`config.mk`:
```
export PLATFORM = sky130hd
export DESIGN_NAME = rcr_regs
export DESIGN_NICKNAME = d
export VERILOG_FILES = /design/src/rcr_pkg.sv /design/src/rcr_regs.sv
export SDC_FILE = /design/constraint.sdc
export NUM_CORES = 1
export LEC_CHECK = 0
export ABC_AREA = 1
export BUFFER_PORTS_ARGS = -buffer_cell sky130_fd_sc_hd__buf_2
export CAP_MARGIN = 30
export CORE_UTILIZATION = 45
export CTS_CLUSTER_SIZE = 14
export DETAILED_ROUTE_END_ITERATION = 7
export GPL_ROUTABILITY_DRIVEN = 0
export PLACE_DENSITY_LB_ADDON = 0.25
export SLEW_MARGIN = 40
export SYNTH_ARGS = -nofsm -noshare
export SYNTH_HDL_FRONTEND = slang
export SYNTH_SLANG_ARGS = --single-unit
export TNS_END_PERCENT = 30
```
`constraint.sdc`:
```
create_clock -name mclk_i -period 2.3 [get_ports mclk_i]
set_input_delay 0.46 -clock mclk_i [delete_from_list [all_inputs] [get_ports mclk_i]]
set_output_delay 0.46 -clock mclk_i [all_outputs]
set_load 0.05 [all_outputs]
```
`src/rcr_pkg.sv`:
```
// Package for the receiver control register bank.
// Assumes an 8-bit register write port and a 40 MHz reference clock.
package rcr_pkg;
	localparam logic [7:0] ADDR_VOL = 8'h14;
	localparam logic [7:0] ADDR_DIV0 = 8'h15;
	localparam logic [7:0] ADDR_DIV1 = 8'h16;
	localparam logic [7:0] ADDR_DIV2 = 8'h17;
	localparam logic [7:0] ADDR_INT = 8'h18;
	localparam logic [7:0] VOL_RST = 8'h47;
	localparam logic [7:0] DIV0_RST = 8'h01;
	localparam logic [7:0] DIV1_RST = 8'h08;
	localparam logic [7:0] DIV2_RST = 8'h5c;
	localparam logic [7:0] INT_RST = 8'h20;
	localparam int VOL_MUTE_BIT = 7;
	localparam int VOL_TC_BIT = 6;
	localparam int VOL_DIG_LSB = 3;
	localparam int VOL_ANA_LSB = 0;
	localparam int INT_DATA_EN_BIT = 7;
	localparam int INT_SCAN_EN_BIT = 6;
	localparam int INT_FMT_BIT = 5;
	localparam int INT_TONE_BIT = 4;
	localparam int INT_ALT_BIT = 3;
	localparam int CLK_HZ = 40000000;
	localparam int INT_PULSE_US = 4500;
	localparam int INT_PULSE_CYC = CLK_HZ / 1000000 * INT_PULSE_US;
endpackage

```
`src/rcr_regs.sv`:
```
// Write-only control register bank of a stereo broadcast receiver.
// Assumes one-cycle write strobes synchronous to mclk_i and event pulses from the decoder.
// Overview of operation
// [RL1] A set mute bit silences the audio output; reset leaves it unmuted.
// [RL2] The time-constant bit selects 50 us when 0 and 75 us when 1, resetting to 1.
// [RL3] The digital gain field attenuates 1 dB per code from 0 dB at 000 to -5 dB at 101.
// [RL4] The analog gain field gives 0 dB at 111 and 6 dB less per lower code to -42 dB.
// [RL5] The 11-bit reference divisor joins the first register with three low bits of the second.
// [RL6] Software programs the divisor as crystal frequency over 32.768 kHz; it resets to 1.
// [RL7] The 13-bit offset word joins five upper bits of the second register with the third.
// [RL8] Software computes the offset word from the crystal; its upper byte resets to 0x5c.
// [RL9] A data-group load with its enable set in receive mode gives a 4.5 ms low interrupt.
// [RL10] A finished channel scan with its enable set in receive mode gives the same pulse.
// [RL11] The format bit accepts standard blocks only when 0 and also paging blocks when 1.
// [RL12] A set tone bit with receive requested feeds a 1 kHz tone instead of received audio.
// [RL13] The three reserved interrupt-register bits are written zero and ignored.
// [RL14] The group-update bit toggles per complete group, with the interrupt starting alongside only when its enable is set in receive mode.
`timescale 1ns/100ps
module rcr_regs (
	input wire logic mclk_i,
	input wire logic rst_n_i,
	input wire logic wr_en_i,
	input wire logic [7:0] wr_addr_i,
	input wire logic [7:0] wr_data_i,
	input wire logic receive_request_i,
	input wire logic group_loaded_i,
	input wire logic channel_scan_done_i,
	output logic audio_mute_o,
	output logic deemphasis_time_select_o,
	output logic [2:0] digital_gain_o,
	output logic [2:0] analog_gain_o,
	output logic [10:0] ref_divisor_o,
	output logic [12:0] synth_offset_o,
	output logic paging_block_format_o,
	output logic test_tone_o,
	output logic data_alt_rate_mode_o,
	output logic group_update_o,
	output logic int_n_o
);

////////////////////////////////////////////////////////////////////////////////
// Write decode
localparam int NREG = 5;
localparam int SEL_VOL = 0;
localparam int SEL_DIV0 = 1;
localparam int SEL_DIV1 = 2;
localparam int SEL_DIV2 = 3;
localparam int SEL_INT = 4;
localparam logic [NREG-1:0][7:0] REG_ADDR = {
	rcr_pkg::ADDR_INT,
	rcr_pkg::ADDR_DIV2,
	rcr_pkg::ADDR_DIV1,
	rcr_pkg::ADDR_DIV0,
	rcr_pkg::ADDR_VOL
};

logic [NREG-1:0] sel;

// One select per mapped address; any other address is dropped
generate
	for (genvar g = 0; g < NREG; g++) begin : g_sel
		assign sel[g] = wr_en_i & (wr_addr_i == REG_ADDR[g]);
	end
endgenerate

////////////////////////////////////////////////////////////////////////////////
// Register storage
logic [7:0] vol_r;
logic [7:0] div0_r;
logic [7:0] div1_r;
logic [7:0] div2_r;
logic [7:0] int_r;

// Volume and de-emphasis register
always_ff @(posedge mclk_i or negedge rst_n_i) begin
	if (!rst_n_i) begin
		vol_r <= rcr_pkg::VOL_RST;
	end else if (sel[SEL_VOL]) begin
		vol_r <= wr_data_i;
	end
end

// Divisor low byte
always_ff @(posedge mclk_i or negedge rst_n_i) begin
	if (!rst_n_i) begin
		div0_r <= rcr_pkg::DIV0_RST;
	end else if (sel[SEL_DIV0]) begin
		div0_r <= wr_data_i; // [RL6]
	end
end

// Divisor high bits and offset low bits
always_ff @(posedge mclk_i or negedge rst_n_i) begin
	if (!rst_n_i) begin
		div1_r <= rcr_pkg::DIV1_RST;
	end else if (sel[SEL_DIV1]) begin
		div1_r <= wr_data_i;
	end
end

// Offset high byte
always_ff @(posedge mclk_i or negedge rst_n_i) begin
	if (!rst_n_i) begin
		div2_r <= rcr_pkg::DIV2_RST;
	end else if (sel[SEL_DIV2]) begin
		div2_r <= wr_data_i; // [RL8]
	end
end

// Interrupt and mode register; reserved bits never stored
always_ff @(posedge mclk_i or negedge rst_n_i) begin
	if (!rst_n_i) begin
		int_r <= rcr_pkg::INT_RST;
	end else if (sel[SEL_INT]) begin
		int_r <= {wr_data_i[7:3], 3'h0}; // [RL13]
	end
end

////////////////////////////////////////////////////////////////////////////////
// Field extraction
logic mute_nxt;
logic tc_nxt;
logic [2:0] dig_nxt;
logic [2:0] ana_nxt;
logic [10:0] div_nxt;
logic [12:0] ofs_nxt;
logic fmt_nxt;
logic tone_nxt;
logic alt_nxt;

assign mute_nxt = vol_r[rcr_pkg::VOL_MUTE_BIT]; // [RL1]
assign tc_nxt = vol_r[rcr_pkg::VOL_TC_BIT]; // [RL2]
assign dig_nxt = vol_r[rcr_pkg::VOL_DIG_LSB +: 3]; // [RL3]
assign ana_nxt = vol_r[rcr_pkg::VOL_ANA_LSB +: 3]; // [RL4]
assign div_nxt = {div1_r[2:0], div0_r}; // [RL5]
assign ofs_nxt = {div2_r, div1_r[7:3]}; // [RL7]
assign fmt_nxt = int_r[rcr_pkg::INT_FMT_BIT]; // [RL11]
assign tone_nxt = int_r[rcr_pkg::INT_TONE_BIT] & receive_request_i; // [RL12]
assign alt_nxt = int_r[rcr_pkg::INT_ALT_BIT];

////////////////////////////////////////////////////////////////////////////////
// Field outputs

// Mute
always_ff @(posedge mclk_i or negedge rst_n_i) begin
	if (!rst_n_i) begin
		audio_mute_o <= rcr_pkg::VOL_RST[rcr_pkg::VOL_MUTE_BIT];
	end else begin
		audio_mute_o <= mute_nxt; // [RL1]
	end
end

// De-emphasis time constant
always_ff @(posedge mclk_i or negedge rst_n_i) begin
	if (!rst_n_i) begin
		deemphasis_time_select_o <= rcr_pkg::VOL_RST[rcr_pkg::VOL_TC_BIT];
	end else begin
		deemphasis_time_select_o <= tc_nxt; // [RL2]
	end
end

// Digital gain
always_ff @(posedge mclk_i or negedge rst_n_i) begin
	if (!rst_n_i) begin
		digital_gain_o <= rcr_pkg::VOL_RST[rcr_pkg::VOL_DIG_LSB +: 3];
	end else begin
		digital_gain_o <= dig_nxt; // [RL3]
	end
end

// Analog gain
always_ff @(posedge mclk_i or negedge rst_n_i) begin
	if (!rst_n_i) begin
		analog_gain_o <= rcr_pkg::VOL_RST[rcr_pkg::VOL_ANA_LSB +: 3];
	end else begin
		analog_gain_o <= ana_nxt; // [RL4]
	end
end

// Reference divisor
always_ff @(posedge mclk_i or negedge rst_n_i) begin
	if (!rst_n_i) begin
		ref_divisor_o <= {rcr_pkg::DIV1_RST[2:0], rcr_pkg::DIV0_RST};
	end else begin
		ref_divisor_o <= div_nxt; // [RL5]
	end
end

// Synthesizer offset word
always_ff @(posedge mclk_i or negedge rst_n_i) begin
	if (!rst_n_i) begin
		synth_offset_o <= {rcr_pkg::DIV2_RST, rcr_pkg::DIV1_RST[7:3]};
	end else begin
		synth_offset_o <= ofs_nxt; // [RL7]
	end
end

// Stream format
always_ff @(posedge mclk_i or negedge rst_n_i) begin
	if (!rst_n_i) begin
		paging_block_format_o <= rcr_pkg::INT_RST[rcr_pkg::INT_FMT_BIT];
	end else begin
		paging_block_format_o <= fmt_nxt; // [RL11]
	end
end

// Test tone, only while receiving
always_ff @(posedge mclk_i or negedge rst_n_i) begin
	if (!rst_n_i) begin
		test_tone_o <= rcr_pkg::INT_RST[rcr_pkg::INT_TONE_BIT];
	end else begin
		test_tone_o <= tone_nxt; // [RL12]
	end
end

// Alternate data rate
always_ff @(posedge mclk_i or negedge rst_n_i) begin
	if (!rst_n_i) begin
		data_alt_rate_mode_o <= rcr_pkg::INT_RST[rcr_pkg::INT_ALT_BIT];
	end else begin
		data_alt_rate_mode_o <= alt_nxt;
	end
end

////////////////////////////////////////////////////////////////////////////////
// Interrupt sources and group toggle
logic data_fire;
logic scan_fire;
logic fire;
logic group_nxt;

assign data_fire = receive_request_i & group_loaded_i & int_r[rcr_pkg::INT_DATA_EN_BIT]; // [RL9]
assign scan_fire = receive_request_i & channel_scan_done_i & int_r[rcr_pkg::INT_SCAN_EN_BIT]; // [RL10]
assign fire = data_fire | scan_fire;
assign group_nxt = group_update_o ^ group_loaded_i; // [RL14]

// Toggles on every group, enabled or not
always_ff @(posedge mclk_i or negedge rst_n_i) begin
	if (!rst_n_i) begin
		group_update_o <= 1'b0;
	end else begin
		group_update_o <= group_nxt; // [RL14]
	end
end

////////////////////////////////////////////////////////////////////////////////
// Interrupt pulse; a new event restarts the full length
localparam logic [17:0] PULSE_CYC = 18'(rcr_pkg::INT_PULSE_CYC);
logic [17:0] pulse_cnt_r;
logic [17:0] pulse_cnt_nxt;
logic int_n_nxt;

always_comb begin
	pulse_cnt_nxt = pulse_cnt_r;
	if (fire) begin
		pulse_cnt_nxt = PULSE_CYC - 18'h1;
	end else if (pulse_cnt_r != 18'h0) begin
		pulse_cnt_nxt = pulse_cnt_r - 18'h1;
	end
end

assign int_n_nxt = ~(fire | (pulse_cnt_r != 18'h0)); // [RL9] [RL10]

// Remaining low cycles
always_ff @(posedge mclk_i or negedge rst_n_i) begin
	if (!rst_n_i) begin
		pulse_cnt_r <= 18'h0;
	end else begin
		pulse_cnt_r <= pulse_cnt_nxt;
	end
end

// Pulse starts on the same edge as the group toggle
always_ff @(posedge mclk_i or negedge rst_n_i) begin
	if (!rst_n_i) begin
		int_n_o <= 1'b1;
	end else begin
		int_n_o <= int_n_nxt; // [RL14]
	end
end

endmodule // rcr_regs

```
Word-level counts from Yosys, hierarchy flattened
Index checks and enable logic that the tools add are counted.
{ "totals": {"memories": 0, "output_inout_bits": 37, "latch_bits": 0, "mem_bits_rw": 0, "romBits": 0, "elab_cells": 41, "regBits": 92} }
{ "op_classes": {"n_eq_ne": 5, "n_bitwise": 14, "n_reduce_logical": 2, "n_mux": 2, "div": 0, "n_lt_le_gt_ge": 0, "add_sub_neg": 1, "shift": 0, "multipliers": 0} }
{ "ops": {"columns": ["cell", "count"], "rows": [
  ["$eq A8 B5 Y1 const B", 5],
  ["$mux W18", 2],
  ["$reduce_bool A18 Y1", 1],
  ["$sub A18 B1 Y18 const B", 1],
  ["$and A1 B1 Y1", 10],
  ["$or A1 B1 Y1", 2],
  ["$reduce_bool A2 Y1", 1],
  ["$not A1 Y1", 1],
  ["$xor A1 B1 Y1", 1]
]} }

Longest topological paths before layout
Gate-level depths: netlist of the first run.
{ "logic_depth": {"depth_word": 5, "depth_mapped": 8, "mapped_depth_nobuf": 8} }

Worst setup path before layout of the first run
Ideal clock, no wire load.
{ "synth_path": {"path_type": "register to register", "start": "register pulse_cnt_r[0]", "end": "register pulse_cnt_r[0]", "required_time_ps": 2181, "synth_period_minus_slack_ps": 1485, "path_slack_ps": 815, "arrival_time_ps": 1366, "stages_incl_launch_ff": 9, "setup_time_ps": 119, "path_cell_list": "dfrtp_1 inv_1 ha_1 nand2_4 nor2_8 nand3_4 buf_6 a21oi_2 nand2_1"} }
{ "synth_via": {"elab_chain_cells": 3, "word_cells_on_any_way": 5, "cone_classes": "add/sub: 1; mux: 2; reduce/logical: 2"} }
{ "synth_lines": {"columns": ["element", "line", "rtl"], "rows": [
  ["start, declared", "rcr_regs.sv:249", "logic [17:0] pulse_cnt_r;"],
  ["start signal, assigned", "rcr_regs.sv:269", "pulse_cnt_r <= pulse_cnt_nxt;"],
  ["$sub A18 B1 Y18", "rcr_regs.sv:258", "pulse_cnt_nxt = pulse_cnt_r - 18'h1;"],
  ["$mux W18", "rcr_regs.sv:257", "end else if (pulse_cnt_r != 18'h0) begin"],
  ["$mux W18", "rcr_regs.sv:255", "if (fire) begin"]
]} }
Parallel ways exist; a longest one is shown, timed or not. The select of a mux whose other input is x is not followed.
A chain may end at the register's enable or synchronous reset.

Worst setup path after layout of the first run
Ends and elaborated chain as after synthesis.

==> metrics.yaml, run 1 <==
cts:
  htreeDepth: 3
  cts_resized: 0
  clockBufferDepth: 2
  worstSkewPairLatency_ns: 0.36
  cts_setup_buffers: 0
  hold_buffers: 0
  cts_tree: "built"
  clkSlewWorstSetupHoldPaths_ns: 0.09
  clock_sinks: 92
  cts_root_buf: "clkbuf_8"
  cts_buffers: 9
critical_path:
  cp.depth: 8
  crit_buf_inv: 1
  crit_type: "register to register"
  cp_max_fo: 11
  cp_slowest_cell: "dfrtp_1"
  cp-end-kind: "register"
  r2r-end: "pulse_cnt_r[0]"
  start_kind: "register"
  cp_top_family: "simple AND/OR/NAND/NOR gates"
  r2r-start: "pulse_cnt_r[0]"
  worstPathCellList: "inv_1, ha_1, nand2_4, nor2_8, nand3_4, nor2_4, nand2_1, nand2_1"
  rrSetupSlack_ns: 0.62
  ff2ff_path_depth: 8
  critPathRequiredTime_ns: 2.60
  critPathArrivalTime_ns: 1.98
  slowest_delay_ns: 0.39
  path_common_cell: "nand2_1"
sta:
  fin_worst_skew_ns: 0.01024
  min_period_ns: 1.682
  hold_viol_final: 0
  timing.final.crit_share_pct: 73.11
  finalHoldWorstSlack_ns: 0.09283
  finalSetupViolCount: 0
  slew_headroom_pct: 61.40
  finalMaxSlewViolations: 0
  fmax_ghz: 0.5947
  tightest_slew_ns: 0.5790
  rsz0062_at_grt: "false"
  final.setup.tns_ns: 0
logic_synthesis:
  synth_nets: 374
  synth_cells: 351
  synth_edf_count: 0
  syn-cell-area_um2: 3666
  ys.flop_type: "dfrtp_1"
  synthArstFlopShare_pct: 100.0
  synth_area_per_cell_um2: 10.44
  synth.yosys.seq_area_share_pct: 63.58
  ys_seq_elements: 92
  yosys_warnings: 0
  ys_types: 31
power_and_ir_drop:
  pwr-share-seq_pct: 53.0
  p_leak_nw: 2.195
  p_sw_mw: 1.119
  power_mw: 3.611
  power.internal_mw: 2.492
  power_frac_clock_pct: 30.7
  powerDensity_nw_per_um2: 847.6
  p_sw_share_pct: 30.98
  comb_power_share_pct: 16.3
  irDropWorstVdd_v: 0.0003523
die:
  chipHeight_um: 92.26
  rows: 32
  die_w_um: 92.26
  core-area_um2: 7807
  floorplan.die_area_um2: 8512
  initial_core_util_pct: 46.96
  pin_count: 59
cells_and_area:
  drive_above_1_share_pct: 33.25
  fin_util_pct: 54.57
  final_area_um2: 4260
  fin_nets: 439
  syn_to_final_growth_pct: 16.21
  diodes: 0
global_route:
  grt_pass1_vias: 2447
  track_usage_pct: 17.82
  grt_pass1_wl_um: 11520
  grt_max_degree: 48
  antenna_found_initial: 0
  grt_remaining_overflow: 0
route:
  viasPerCell: 4.793
  drt_iter0_drc: 128
  ant_nets: 0
  via_count: 2507
  drcViolationCount: 0
  firstDrtPassIters: 5
  wire_per_inst_um: 12.86
  drt-total-wl_um: 6727
placed_design:
  dpl_cell_area_um2: 4054
  dp_hpwl_um: 4842
  numPortBuffers: 58
hold_path:
  min_path_type: "input port to asynchronous set/reset pin"
flow_run:
  drv_cap: 0
status:
  status: "finished clean"
==> worst max path at each step <==
stage / start / to / slack [ns]
2_1_floorplan: pulse_cnt_r[0] / pulse_cnt_r[0] / 0.82
3_3_place_gp: wr_addr_i[7] / vol_r[5] / 0.63
3_5_place_dp: wr_addr_i[7] / vol_r[7] / 0.61
4_1_cts: pulse_cnt_r[0] / pulse_cnt_r[0] / 0.59
5_1_grt: pulse_cnt_r[0] / pulse_cnt_r[0] / 0.44
6_report: pulse_cnt_r[0] / pulse_cnt_r[0] / 0.62
==> synthesized netlist by cell type (3+ instances only) <==
master | number | share of area (%)
dfstp_2 | 23 | 16
inv_1 | 35 | 3.6
buf_6 | 5 | 1.5
a21oi_1 | 5 | 0.68
nand2_1 | 92 | 9.4
nand3_1 | 20 | 2.7
nor2_4 | 3 | 0.92
o21ai_1 | 11 | 1.5
nor2_1 | 33 | 3.4
nand4_1 | 6 | 1.0
dfrtp_1 | 69 | 47
o21ai_2 | 21 | 5.0
o21ai_0 | 3 | 0.41
nand2_2 | 6 | 1.0
==> power groups by stage <==
stage / sequential (mW) / combinational, mW / clock, mW
2_1_floorplan: 2.04 / 0.308 / 0
6_report: 1.91 / 0.588 / 1.11
5_1_grt: 1.93 / 0.659 / 1.21
3_5_place_dp: 1.95 / 0.597 / 0
3_3_place_gp: 1.94 / 0.578 / 0
4_1_cts: 1.92 / 0.599 / 1.15
==> per-layer routing <==
metal / GRT usage [%] / vias up / routed length [um]
met5: 0 / - / 0
met1: 23.94 / 1179 / 3082
li1: - / 1246 / -
met3: 3.814 / 14 / 355
met2: 27.11 / 68 / 3110
met4: 9.505 / 0 / 178
==> per-stage QoR <==
step / setup WS, ns / std cells
after floorplan: 0.8153 / 351
final: 0.6185 / 523
after detailed placement: 0.6129 / 507
after global routing: 0.4407 / 523
after CTS: 0.5936 / 523
after global placement: 0.6315 / 507
==> cells in the final DEF, fill, tap and decap left out, drive strengths merged <==
master     n
bufinv     1
or2        1
o21bai     1
dfstp     23
inv       39
o21ai     35
nor2      39
ha         1
o31ai      1
xor2       1
nor4       1
xnor2      2
a21oi      6
buf       60
nor3       2
nand3     22
clkbuf     9
clkinv     1
nand2     99
nand4      6
clkinvlp   2
dfrtp     69
==> final cells by class <==
cell class              count  area (um2)
clock buffers               9       123.9
clock inverters             7       82.58
fillers                   703        3547
inverters                  36       135.1
multi-input cells         217        1140
flip-flops and latches     92        2331
well taps                 102       127.6
repair buffers             60       320.3
==> worst reg2reg max path: stages, from the launching register on <==
cell,delay [ns]
dfrtp_1,0.39
inv_1,0.12
ha_1,0.29
nand2_4,0.12
nor2_8,0.18
nand3_4,0.18
nor2_4,0.21
nand2_1,0.07
nand2_1,0.07
==> registers in the layout, indices dropped and copies added (netlist names), 3 cells and up <==
register and count:
pulse_cnt_r 18, div0_r 8, div1_r 8, synth_offset_o 13, vol_r 8, div2_r 8
int_r 5, digital_gain_o 3, analog_gain_o 3, ref_divisor_o 11
==> kinds of logic after synthesis <==
| kind of cell | after synthesis | synth area share (%) |
|---|---|---|
| and+or+nand+nor | 170 | 21.78 |
| DFF | 92 | 63.58 |
| AOI/OAI and AO/OA | 43 | 8.259 |
| buffers and inverters | 42 | 5.324 |
| xor gates and xnor gates | 3 | 0.7169 |
| adders and majority gates | 1 | 0.3412 |
Power figures use the tool's default switching activity.
==> run 2, diff against run 1 <==
==> constraint.sdc (replaced) <==
create_clock -name mclk_i -period 1.4 [get_ports mclk_i]
set_input_delay 0.28 -clock mclk_i [delete_from_list [all_inputs] [get_ports mclk_i]]
set_output_delay 0.28 -clock mclk_i [all_outputs]
set_load 0.05 [all_outputs]
==> run 2 against run 1 <==
The run now ends with setup timing left. Clock skew up 0.00051 ns. Sequential power is 65% higher. Clock-buffer cell count grew 1. Via count rose by 4.2%. Critical path depth down 1. Clock power increased by 67%. Utilization increased by 4.7 points. Design area is 8.6% higher. Total power grew 72%. Die area is the same. Critical endpoint is now pulse_cnt_r[10]. Largest cell class unchanged. Largest power group unchanged. Highest routed layer unchanged.
==> metrics.yaml, run 2 (synthesis results as in run 1) <==
hold_path:
  min_path_type: "input port to register"
  hp-start: "group_loaded_i"
power_and_ir_drop:
  irDropWorstVdd_v: 0.0007075
  powerDensity_nw_per_um2: 1341
  power_mw: 6.202
  p_leak_nw: 2.371
sta:
  final.setup.tns_ns: -0.02129
  finalHoldWorstSlack_ns: 0.1247
  fmax_ghz: 0.7039
  rsz0062_at_grt: "true"
  finalMaxSlewViolations: 0
  hold_viol_final: 0
  finalSetupViolCount: 2
  min_period_ns: 1.421
  fin_worst_skew_ns: 0.01075
  slew_headroom_pct: 74.33
  timing.final.ws_setup_ns: -0.02064
  tightest_slew_ns: 0.3851
  timing.final.crit_share_pct: 101.5
cells_and_area:
  largest_register_ff_count: 18
  layout_commonest_cell: "nand2_1"
  top_regs: "pulse_cnt_r: 18 flops, synth_offset_o: 13 flops, ref_divisor_o: 11 flops"
  largest-register: "pulse_cnt_r"
  mostFrequentLayoutCells: "92 x nand2_1, 69 x dfrtp_1, 45 x buf_2, 41 x buf_4, 33 x inv_1"
  fin_cells: 554
  diodes: 0
  fin_nets: 470
  syn_to_final_growth_pct: 26.18
  drive_above_1_share_pct: 40.93
critical_path:
  cp_max_fo: 6
  rrSetupSlack_ns: -0.02
  worstPathCellList: "nor2_2, nand2_2, nor2_4, nand3_4, buf_12, nand4_1, nand2_1"
  r2r-start: "pulse_cnt_r[10]"
  crit_buf_inv: 1
  crit_type: "register to register"
  critPathArrivalTime_ns: 1.66
  worstSetupStartpoint: "pulse_cnt_r[10]"
  cp_slowest_cell: "dfrtp_1"
  critPathRequiredTime_ns: 1.64
  start_kind: "register"
  cp_top_family: "simple AND/OR/NAND/NOR gates"
  cp-end-kind: "register"
  slowest_delay_ns: 0.44
die:
  die_w_um: 92.26
  core-area_um2: 7807
  initial_core_util_pct: 46.96
  rows: 32
  pin_count: 59
  chipHeight_um: 92.26
  floorplan.die_area_um2: 8512
route:
  ant_nets: 0
  drcViolationCount: 0
  via_count: 2612
  wire_per_inst_um: 13.47
  firstDrtPassIters: 4
  viasPerCell: 4.715
  drt-total-wl_um: 7460
  drt_iter0_drc: 103
cts:
  cts_buffers: 9
  clockBufferDepth: 2
  worstSkewPairLatency_ns: 0.35
  cts_tree: "built"
  clkSlewWorstSetupHoldPaths_ns: 0.09
  htreeDepth: 3
  cts_root_buf: "clkbuf_8"
  clock_sinks: 92
global_route:
  grt_pass1_wl_um: 12510
  grt_remaining_overflow: 0
  grt_pass1_vias: 2655
  met3_usage_pct: 5.638
  grt_max_degree: 28
  track_usage_pct: 19.39
  grtUsageMet1_pct: 24.47
  grt_use_met2_pct: 31.72
  antenna_found_initial: 0
  grt.busiest_layer: "met2"
placed_design:
  placed_cells: 529
  dp_hpwl_um: 5419
  numPortBuffers: 58
  place_ws_ns: -0.02885
status:
  failed_checks: "setup timing"
  status: "complete, but fails checks"
flow_run:
  drv_cap: 0
==> run 2: changes by cell type in the layout (fill, tap and decap cells not counted), sizes merged <==
cell,before,now
dlygate4sd3,0,1
clkinvlp,2,1
clkbuf,9,10
inv,39,40
buf,60,90
clkinv,1,0
==> run 2: power breakdown <==
| group | internal [mW] | switching [mW] |
|---|---|---|
| clock | 0.906 | 0.947 |
| combinational | 0.464 | 0.735 |
| sequential | 2.93 | 0.224 |
| total | 4.30 | 1.91 |
==> run 2: through the flow <==
| stage | area [um2] | utilization [%] |
|---|---|---|
| floorplan | 3679 | - |
| global placement | 4244 | 54.36 |
| detailed placement | 4244 | 54.36 |
| CTS | 4532 | 58.04 |
| global route | 4626 | 59.25 |
| finish | 4626 | 59.25 |
==> run 2: timing repair <==
| item | CTS | global route |
|---|---|---|
| hold buffers | 1 | 0 |
| endpoints found under the hold margin | 16 | 0 |
| resized for setup | 16 | 12 |
| endpoints found under the setup margin | 18 | 17 |
| pin swaps | 2 | 9 |
| buffers inserted | 2 | 6 |
==> run 2: final cells by class <==
type	instances	area, um2
clock buffer	10	137.6
inverter	36	135.1
timing repair buffer	91	614.3
multi-input combinational	217	1205
fill	684	3182
clock inverter	6	75.07
sequential	92	2331
tap	102	127.6
==> run 2: per-layer routing <==
layer | share of wire, % | wire length, um | up-vias
li1 | - | - | 1306
met1 | 43 | 3236 | 1232
met2 | 50 | 3739 | 63
met3 | 4.6 | 345 | 11
met4 | 1.8 | 138 | 0
met5 | 0 | 0 | -
==> run 2: final timing paths <==
| check | end | cells past startpoint |
|---|---|---|
| max reg2reg | pulse_cnt_r[10] | 7 |
| max | pulse_cnt_r[10] | 7 |
| min | group_update_o | 2 |
| min in group asynchronous | pulse_cnt_r[13] | 2 |
| max in group asynchronous | int_n_o | 3 |
| min reg2reg | ref_divisor_o[0] | 0 |
